File: src/verilog/status_word_pkg.sv
// Functional notes
// - status word is read-only, never driven out
// - self-diagnostic error sets flag, stores code
// - I/O cassette fault raises cassette I/O flag
// - any cassette error raises cassette fault flag
// - I/O verification mismatch raises verify flag
// - live battery flag follows battery, ignores reporting
// - held battery flag stays after recovery
// - held battery flag cleared only by init
// - held op error flag; first address captured once
// - momentary op error flag lasts one instant
// - latest address overwritten on each op error
// - carry set on arithmetic overflow or underflow
// - carry also updated by shift output bit
// - greater flag pulses when first operand larger
// - equal flag pulses on equality or zero result
// - less flag pulses when first operand smaller
// - aux timer done at zero, cleared by trigger off
// - tool port error flag on serial port error
// - scan overrun when scan exceeds constant period
// - scan overrun when constant period set zero
package status_word_pkg;

	// ----------------------------------------
	// register offsets (byte addresses)
	// ----------------------------------------
	localparam logic [7:0] OFS_STATUS = 8'h00;
	localparam logic [7:0] OFS_DIAG_CODE = 8'h04;
	localparam logic [7:0] OFS_FIRST_ADDR = 8'h08;
	localparam logic [7:0] OFS_LATEST_ADDR = 8'h0C;
	localparam logic [7:0] OFS_SCAN_CTRL = 8'h10;

	// ----------------------------------------
	// status word bit positions
	// ----------------------------------------
	localparam int BIT_SELF_DIAG = 0;
	localparam int BIT_UNUSED = 1;
	localparam int BIT_CASS_IO = 2;
	localparam int BIT_CASS_FAULT = 3;
	localparam int BIT_IO_VERIFY = 4;
	localparam int BIT_BATT_LIVE = 5;
	localparam int BIT_BATT_STICKY = 6;
	localparam int BIT_OP_STICKY = 7;
	localparam int BIT_OP_MOMENT = 8;
	localparam int BIT_CARRY = 9;
	localparam int BIT_GREATER = 10;
	localparam int BIT_EQUAL = 11;
	localparam int BIT_LESS = 12;
	localparam int BIT_AUX_DONE = 13;
	localparam int BIT_TOOL_PORT = 14;
	localparam int BIT_SCAN_OVER = 15;

	// ----------------------------------------
	// scan control fields and reset values
	// ----------------------------------------
	localparam int SCAN_PERIOD_LSB = 0;
	localparam int SCAN_PERIOD_W = 16;
	localparam int SCAN_EN_BIT = 16;
	localparam logic [31:0] SCAN_CTRL_RST = 32'h0000_0000;
	localparam logic [15:0] WORD16_RST = 16'h0000;

	// ----------------------------------------
	// timing
	// ----------------------------------------
	localparam int CLK_PERIOD_NS = 4;
	localparam int TIMEBASE_NS = 10_000_000;
	localparam int TIMEBASE_CYCLES = TIMEBASE_NS / CLK_PERIOD_NS;

	typedef enum logic [1:0] {
		AUX_IDLE = 2'b00,
		AUX_RUN = 2'b01,
		AUX_DONE = 2'b10
	} aux_state_t;

endpackage

File: src/verilog/controller_status_flag_word.sv
// Decided for this implementation: the register addresses and the Wishbone interface to the registers.
`timescale 1ns/1ps
`default_nettype none
module controller_status_flag_word #(
	parameter int unsigned TICK_CYC = status_word_pkg::TIMEBASE_CYCLES
) (
	input wire logic clk,
	input wire logic rst_b,
	// wishbone classic slave
	input wire logic cyc,
	input wire logic stb,
	input wire logic we,
	input wire logic [7:0] adr,
	input wire logic [3:0] sel,
	input wire logic [31:0] dat_w,
	output logic [31:0] dat_r,
	output logic ack,
	// controller core events
	input wire logic sys_init,
	input wire logic self_diag_err,
	input wire logic [15:0] diag_code,
	input wire logic cassette_io_err,
	input wire logic cassette_err,
	input wire logic io_verify_err,
	input wire logic battery_low,
	input wire logic op_err,
	input wire logic [15:0] op_addr,
	input wire logic arith_valid,
	input wire logic arith_carry,
	input wire logic arith_zero,
	input wire logic shift_valid,
	input wire logic shift_bit,
	input wire logic cmp_valid,
	input wire logic [15:0] cmp_a,
	input wire logic [15:0] cmp_b,
	input wire logic aux_trig,
	input wire logic [15:0] aux_preset,
	input wire logic tool_port_err,
	input wire logic scan_start
);

	// ----------------------------------------
	// flag registers
	// ----------------------------------------
	logic self_diag_error_flag_reg;
	logic cassette_io_error_flag_reg;
	logic cassette_fault_flag_reg;
	logic io_verify_error_flag_reg;
	logic battery_error_live_reg;
	logic battery_error_sticky_reg;
	logic op_error_sticky_reg;
	logic op_error_momentary_reg;
	logic carry_flag_reg;
	logic greater_than_flag_reg;
	logic equal_flag_reg;
	logic less_than_flag_reg;
	logic tool_port_error_flag_reg;
	logic scan_overrun_flag_reg;
	logic [15:0] diag_error_code_word_reg;
	logic [15:0] first_error_address_word_reg;
	logic [15:0] latest_error_address_word_reg;
	logic [31:0] scan_ctrl_reg;
	logic [21:0] tick_cnt_reg;
	logic [15:0] aux_remain_reg;
	logic [15:0] aux_remain_next;
	status_word_pkg::aux_state_t aux_state_reg;
	status_word_pkg::aux_state_t aux_state_next;
	logic [15:0] scan_len_reg;
	logic scan_seen_reg;
	logic [31:0] dat_r_next;

	// ----------------------------------------
	// decode
	// ----------------------------------------
	wire logic req = cyc & stb & ~ack;
	wire logic wr_req = req & we;
	wire logic hit_status = adr == status_word_pkg::OFS_STATUS;
	wire logic hit_diag = adr == status_word_pkg::OFS_DIAG_CODE;
	wire logic hit_first = adr == status_word_pkg::OFS_FIRST_ADDR;
	wire logic hit_latest = adr == status_word_pkg::OFS_LATEST_ADDR;
	wire logic hit_ctrl = adr == status_word_pkg::OFS_SCAN_CTRL;
	wire logic ctrl_wr = wr_req & hit_ctrl;
	wire logic tick = tick_cnt_reg == 22'(TICK_CYC - 1);
	wire logic [15:0] scan_period = scan_ctrl_reg[status_word_pkg::SCAN_PERIOD_LSB +:
		status_word_pkg::SCAN_PERIOD_W];
	wire logic const_scan_en = scan_ctrl_reg[status_word_pkg::SCAN_EN_BIT];
	wire logic scan_late = scan_start & scan_seen_reg & (scan_len_reg > scan_period);
	wire logic scan_over_set = const_scan_en & ((scan_period == 16'h0000) | scan_late);
	wire logic cmp_gt = $signed(cmp_a) > $signed(cmp_b);
	wire logic cmp_lt = $signed(cmp_a) < $signed(cmp_b);
	wire logic cmp_eq = cmp_a == cmp_b;
	wire logic aux_timer_done = aux_state_reg == status_word_pkg::AUX_DONE;

	// only the bus reads it; no port carries the word out
	logic [15:0] special_status_word_0;
	always_comb begin
		special_status_word_0 = 16'h0000;
		special_status_word_0[status_word_pkg::BIT_SELF_DIAG] = self_diag_error_flag_reg;
		special_status_word_0[status_word_pkg::BIT_UNUSED] = 1'b0;
		special_status_word_0[status_word_pkg::BIT_CASS_IO] = cassette_io_error_flag_reg;
		special_status_word_0[status_word_pkg::BIT_CASS_FAULT] = cassette_fault_flag_reg;
		special_status_word_0[status_word_pkg::BIT_IO_VERIFY] = io_verify_error_flag_reg;
		special_status_word_0[status_word_pkg::BIT_BATT_LIVE] = battery_error_live_reg;
		special_status_word_0[status_word_pkg::BIT_BATT_STICKY] = battery_error_sticky_reg;
		special_status_word_0[status_word_pkg::BIT_OP_STICKY] = op_error_sticky_reg;
		special_status_word_0[status_word_pkg::BIT_OP_MOMENT] = op_error_momentary_reg;
		special_status_word_0[status_word_pkg::BIT_CARRY] = carry_flag_reg;
		special_status_word_0[status_word_pkg::BIT_GREATER] = greater_than_flag_reg;
		special_status_word_0[status_word_pkg::BIT_EQUAL] = equal_flag_reg;
		special_status_word_0[status_word_pkg::BIT_LESS] = less_than_flag_reg;
		special_status_word_0[status_word_pkg::BIT_AUX_DONE] = aux_timer_done;
		special_status_word_0[status_word_pkg::BIT_TOOL_PORT] = tool_port_error_flag_reg;
		special_status_word_0[status_word_pkg::BIT_SCAN_OVER] = scan_overrun_flag_reg;
	end

	// unmapped addresses answer zero; status writes are dropped
	assign dat_r_next = hit_status ? {16'h0000, special_status_word_0} :
		hit_diag ? {16'h0000, diag_error_code_word_reg} :
		hit_first ? {16'h0000, first_error_address_word_reg} :
		hit_latest ? {16'h0000, latest_error_address_word_reg} :
		hit_ctrl ? {15'h0000, scan_ctrl_reg[16:0]} : 32'h0000_0000;

	// ----------------------------------------
	// bus slave
	// ----------------------------------------
	always_ff @(posedge clk or negedge rst_b) begin
		if (!rst_b) begin
			ack <= 1'b0;
			dat_r <= 32'h0000_0000;
		end else begin
			ack <= req;
			dat_r <= (req & ~we) ? dat_r_next : dat_r;
		end
	end

	// per-lane next value; lane 2 keeps only the enable bit, the rest read zero
	wire logic [23:0] scan_ctrl_next;
	genvar gi;
	generate
		for (gi = 0; gi < 3; gi++) begin : g_ctrl_lane
			wire logic [7:0] lane_data = (gi == 2) ? {7'h00, dat_w[16]} : dat_w[gi*8 +: 8];
			assign scan_ctrl_next[gi*8 +: 8] = (ctrl_wr & sel[gi]) ? lane_data :
				scan_ctrl_reg[gi*8 +: 8];
		end
	endgenerate

	always_ff @(posedge clk or negedge rst_b) begin
		if (!rst_b) begin
			scan_ctrl_reg <= status_word_pkg::SCAN_CTRL_RST;
		end else begin
			scan_ctrl_reg <= {8'h00, scan_ctrl_next};
		end
	end

	// ----------------------------------------
	// error flags
	// ----------------------------------------
	always_ff @(posedge clk or negedge rst_b) begin
		if (!rst_b) begin
			self_diag_error_flag_reg <= 1'b0;
			diag_error_code_word_reg <= status_word_pkg::WORD16_RST;
			cassette_io_error_flag_reg <= 1'b0;
			cassette_fault_flag_reg <= 1'b0;
			io_verify_error_flag_reg <= 1'b0;
			tool_port_error_flag_reg <= 1'b0;
			battery_error_live_reg <= 1'b0;
			battery_error_sticky_reg <= 1'b0;
		end else begin
			// set wins over init in the same cycle
			self_diag_error_flag_reg <= self_diag_err | (self_diag_error_flag_reg & ~sys_init);
			if (self_diag_err) begin
				diag_error_code_word_reg <= diag_code;
			end
			cassette_io_error_flag_reg <= cassette_io_err;
			cassette_fault_flag_reg <= cassette_err | cassette_io_err;
			io_verify_error_flag_reg <= io_verify_err;
			tool_port_error_flag_reg <= tool_port_err;
			// no reporting mask gates either battery flag
			battery_error_live_reg <= battery_low;
			battery_error_sticky_reg <= battery_low | (battery_error_sticky_reg & ~sys_init);
		end
	end

	always_ff @(posedge clk or negedge rst_b) begin
		if (!rst_b) begin
			op_error_sticky_reg <= 1'b0;
			op_error_momentary_reg <= 1'b0;
			first_error_address_word_reg <= status_word_pkg::WORD16_RST;
			latest_error_address_word_reg <= status_word_pkg::WORD16_RST;
		end else begin
			op_error_sticky_reg <= op_err | (op_error_sticky_reg & ~sys_init);
			op_error_momentary_reg <= op_err;
			// an init clears the hold, so the next error counts as first again
			if (op_err & (~op_error_sticky_reg | sys_init)) begin
				first_error_address_word_reg <= op_addr;
			end
			if (op_err) begin
				latest_error_address_word_reg <= op_addr;
			end
		end
	end

	// ----------------------------------------
	// arithmetic and compare flags
	// ----------------------------------------
	always_ff @(posedge clk or negedge rst_b) begin
		if (!rst_b) begin
			carry_flag_reg <= 1'b0;
			greater_than_flag_reg <= 1'b0;
			equal_flag_reg <= 1'b0;
			less_than_flag_reg <= 1'b0;
		end else begin
			// shift result takes priority if both arrive together
			if (shift_valid) begin
				carry_flag_reg <= shift_bit;
			end else if (arith_valid) begin
				carry_flag_reg <= arith_carry;
			end
			greater_than_flag_reg <= cmp_valid & cmp_gt;
			equal_flag_reg <= (cmp_valid & cmp_eq) | (arith_valid & arith_zero);
			less_than_flag_reg <= cmp_valid & cmp_lt;
		end
	end

	// ----------------------------------------
	// timebase and auxiliary timer
	// ----------------------------------------
	always_ff @(posedge clk or negedge rst_b) begin
		if (!rst_b) begin
			tick_cnt_reg <= 22'h00_0000;
		end else begin
			tick_cnt_reg <= tick ? 22'h00_0000 : tick_cnt_reg + 22'h00_0001;
		end
	end

	always_comb begin
		aux_state_next = aux_state_reg;
		aux_remain_next = aux_remain_reg;
		case (aux_state_reg)
			status_word_pkg::AUX_IDLE: begin
				if (aux_trig) begin
					aux_remain_next = aux_preset;
					aux_state_next = (aux_preset == 16'h0000) ? status_word_pkg::AUX_DONE :
						status_word_pkg::AUX_RUN;
				end
			end
			status_word_pkg::AUX_RUN: begin
				if (!aux_trig) begin
					aux_state_next = status_word_pkg::AUX_IDLE;
				end else if (tick) begin
					aux_remain_next = aux_remain_reg - 16'h0001;
					if (aux_remain_reg == 16'h0001) begin
						aux_state_next = status_word_pkg::AUX_DONE;
					end
				end
			end
			status_word_pkg::AUX_DONE: begin
				if (!aux_trig) begin
					aux_state_next = status_word_pkg::AUX_IDLE;
				end
			end
			default: begin
				aux_state_next = status_word_pkg::AUX_IDLE;
			end
		endcase
	end

	always_ff @(posedge clk or negedge rst_b) begin
		if (!rst_b) begin
			aux_state_reg <= status_word_pkg::AUX_IDLE;
			aux_remain_reg <= status_word_pkg::WORD16_RST;
		end else begin
			aux_state_reg <= aux_state_next;
			aux_remain_reg <= aux_remain_next;
		end
	end

	// ----------------------------------------
	// constant scan supervision
	// ----------------------------------------
	// first boundary only arms; no full scan measured before it
	always_ff @(posedge clk or negedge rst_b) begin
		if (!rst_b) begin
			scan_len_reg <= status_word_pkg::WORD16_RST;
			scan_seen_reg <= 1'b0;
			scan_overrun_flag_reg <= 1'b0;
		end else begin
			if (scan_start) begin
				scan_len_reg <= 16'h0000;
				scan_seen_reg <= 1'b1;
			end else if (tick & (scan_len_reg != 16'hFFFF)) begin
				scan_len_reg <= scan_len_reg + 16'h0001;
			end
			scan_overrun_flag_reg <= scan_over_set | (scan_overrun_flag_reg & ~sys_init);
		end
	end

	// ----------------------------------------
	// checks
	// ----------------------------------------
	localparam int ACK_MIN = 1;
	localparam int ACK_MAX = 1;
endmodule // controller_status_flag_word
`default_nettype wire

File: config.mk
export PLATFORM = sky130hd
export DESIGN_NAME = controller_status_flag_word
export DESIGN_NICKNAME = d
export VERILOG_FILES = /design/src/verilog/status_word_pkg.sv /design/src/verilog/controller_status_flag_word.sv
export SDC_FILE = /design/constraint.sdc
export NUM_CORES = 1
export LEC_CHECK = 0
export BUFFER_PORTS_ARGS = -buffer_cell sky130_fd_sc_hd__buf_2
export CORE_MARGIN = 4
export CORE_UTILIZATION = 45
export DETAILED_ROUTE_END_ITERATION = 6
export PLACE_DENSITY = 0.71
export SYNTH_ARGS = -nofsm -noshare
export SYNTH_HDL_FRONTEND = slang
export SYNTH_SLANG_ARGS = --single-unit
File: constraint.sdc
create_clock -name clk -period 2.1 [get_ports clk]
set_input_delay 0.105 -clock clk [delete_from_list [all_inputs] [get_ports clk]]
set_output_delay 0.105 -clock clk [all_outputs]
set_load 0.1 [all_outputs]
==> results.json <==
{
  "root_buffer": "clkbuf_16",
  "crit_type": "flop to flop",
  "cts.clk_slew.worst_paths_ns": 0.06,
  "dp_slack_ns": -0.0931,
  "gp_congestion": 0.851,
  "hpwl_um": 16000,
  "ios": 178,
  "ys.flop_type": "dfrtp_1",
  "final_layout_size_suffix_gt1_share_pct": 30.4,
  "finalCritPeriodShare_pct": 99.7,
  "crit_path_frequent_cell": "or3_4",
  "cts_tree": "built",
  "worstPathArrival_ns": 2.44,
  "synthesis.area_um2": 8200,
  "multi_input_area_um2": 4040,
  "end_kind": "flop",
  "min_path_type": "input pin to flop",
  "fin_hold_ws_ns": 0.0122,
  "startpoint_type": "flop",
  "postCtsSetupRepairBufs": 0,
  "stdcell_area_um2": 10900,
  "firstDrtPassIters": 5,
  "min_period_ns": 2.09,
  "cts_buffers": 17,
  "path_cells": "or2_1 -> or3_4 -> or3_4 -> or4_1 -> a21oi_1",
  "grt_pass1_vias": 7181,
  "worstPathRequired_ns": 2.45,
  "synth-edff-count": 0,
  "power_density_nw_per_um2": 760,
  "chipHeight_um": 143,
  "synth_cell_types": 69,
  "die-area_um2": 20400,
  "grt_setup_unrepaired": "true",
  "fin_cells": 1295,
  "synthCells": 792,
  "yosysTopAreaCellShare_pct": 47.0,
  "layout.nets": 1235,
  "initial_utilization_pct": 45.6,
  "ys_seq_area_share_pct": 47.0,
  "layout_common_cells": "153 x dfrtp_1, 145 x buf_2, 71 x mux2_2",
  "async_flop_share_pct": 100,
  "wl_per_cell_um": 16.9,
  "status": "finished, final reports clean",
  "htree_levels": 4,
  "drv_cap": 0,
  "grt_max_degree": 70,
  "p_leak_nw": 5.05,
  "insertion_delay_ns": 0.43,
  "yosys-top-cells-area": "dfrtp_1 47%, mux2_2 9.8%, ha_1 5.5%",
  "num_vias": 7141,
  "finalSetupTns_ns": 0,
  "cp_max_fo": 11,
  "die_width_um": 143,
  "largest_reg_flops": 22,
  "area_growth_pct": 32.5,
  "worstMarginPinSlew_ns": 0.923,
  "final_antenna_net_count": 0,
  "regArea_um2": 3850,
  "fin_worst_skew_ns": 0.00751,
  "report.final.slew_viol_count": 0,
  "routed_wirelength_um": 21900,
  "finalSetupViolCount": 0,
  "grt.overflow.total": 0,
  "hold_viol": 0,
  "max_freq_mhz": 478,
  "grt_first_pass_wirelength_um": 35600,
  "clock_sinks": 154,
  "dpl_cell_area_um2": 9510,
  "cp_slowest_cell": "or4_1",
  "row_count": 49,
  "fin_ws_ns": 0.00632,
  "max_stage_delay_ns": 0.48,
  "ir_drop_mv": 0.624,
  "final_common_cell": "dfrtp_1",
  "track_usage_pct": 22.1,
  "dp.cells": 1196,
  "slew_headroom_pct": 38.4,
  "viasPerCell": 5.51,
  "io_buffers": 146,
  "yosysTopAreaCell": "dfrtp_1",
  "yosysWarnings": 0,
  "first_iter_violations": 505,
  "ys_seq_elements": 154,
  "fillers": 1500,
  "antenna_found_initial": 1,
  "drcViolationCount": 0,
  "core_um2": 18000,
  "avgSynthCellArea_um2": 10.4,
  "cts.path.max_buffers": 2
}
==> synthesized netlist by cell type, drive strengths merged (3+ instances only) <==
cell type / instances
a22oi: 7
o21ai: 40
nor2b: 12
o211ai: 6
nand4: 26
nand3: 18
a22o: 7
a21oi: 49
o22ai: 6
and3: 7
inv: 40
ha: 36
clkbuf: 24
a32oi: 3
nor3: 12
o21a: 6
and2: 3
and4: 5
a211oi: 7
nor3b: 3
mux2i: 10
a21o: 3
nor4b: 4
dfrtp: 154
a221oi: 6
buf: 19
nor4: 17
xor2: 11
nor2: 56
or2: 5
or4: 4
or3: 10
a31oi: 3
xnor2: 8
nand2: 53
mux2: 71
nand2b: 10
==> what timing repair did <==
| action | in CTS | in global routing |
|---|---|---|
| gates resized for setup | 1 | 3 |
| setup endpoints to repair | 3 | 13 |
| hold endpoints to repair | 147 | 0 |
| hold buffers | 68 | 0 |
| pin swaps | 0 | 1 |
==> logic make-up after synthesis <==
| logic type | after synthesis | share of synthesized area (%) |
|---|---|---|
| AO/OA/AOI/OAI | 164 | 12.8 |
| XOR/XNOR | 19 | 2.03 |
| adder cells (fa/ha/maj) | 36 | 5.49 |
| buffers and inverters | 83 | 4.59 |
| flip-flops | 154 | 47.0 |
| multiplexers | 82 | 11.2 |
| other | 1 | 0.0457 |
| AND/OR/NAND/NOR | 253 | 16.8 |
==> area by class of cell <==
type,count,share of cell area (%)
inverter,40,1.38
tap,229,2.64
timing repair buffer,272,17.3
clock inverter,10,1.75
sequential,154,35.5
antenna,1,0.0230
clock buffer,20,4.20
multi-input combinational,569,37.2
==> metrics by stage <==
stage,power (mW),utilization [%]
after floorplan,4.36,-
after global placement,4.79,52.9
after detailed placement,4.82,52.9
after CTS,8.30,60.3
after global routing,8.61,60.5
final,8.26,60.5
==> where the power goes <==
group | internal, mW | total [mW] | switching [mW]
combinational | 0.568 | 1.45 | 0.883
sequential | 3.23 | 3.43 | 0.206
clock | 2.17 | 3.37 | 1.21
total | 5.96 | 8.26 | 2.30
==> critical path: cells and delay by family (launching register included) <==
family           cells  cell delay, ns
flip-flops           1            0.37
AO/OA/AOI/OAI        1            0.15
AND/OR/NAND/NOR      4            1.50
==> per-layer routing <==
layer  track usage, %  wire length, µm  vias up
met5                0                0        -
met4             6.75              431        0
met3             4.76             1170       35
met2             36.2            10500      221
met1             29.6             9830     3492
li1                 -                -     3393
==> final timing paths <==
kind / from / endpoint / slack, ns / cells after the start
min in group asynchronous: rst_b / scan_len_reg[14] / 0.17 / 2
hold / removal: aux_preset[13] / aux_remain_reg[13] / 0.01 / 3
setup reg to reg: tick_cnt_reg[6] / scan_len_reg[12] / 0.006 / 5
max in group asynchronous: rst_b / latest_error_address_word_reg[3] / 1.23 / 3
setup / recovery: tick_cnt_reg[6] / scan_len_reg[12] / 0.006 / 5
hold reg to reg: self_diag_error_flag_reg / self_diag_error_flag_reg / 0.47 / 1
Power figures use the tool's default switching activity.
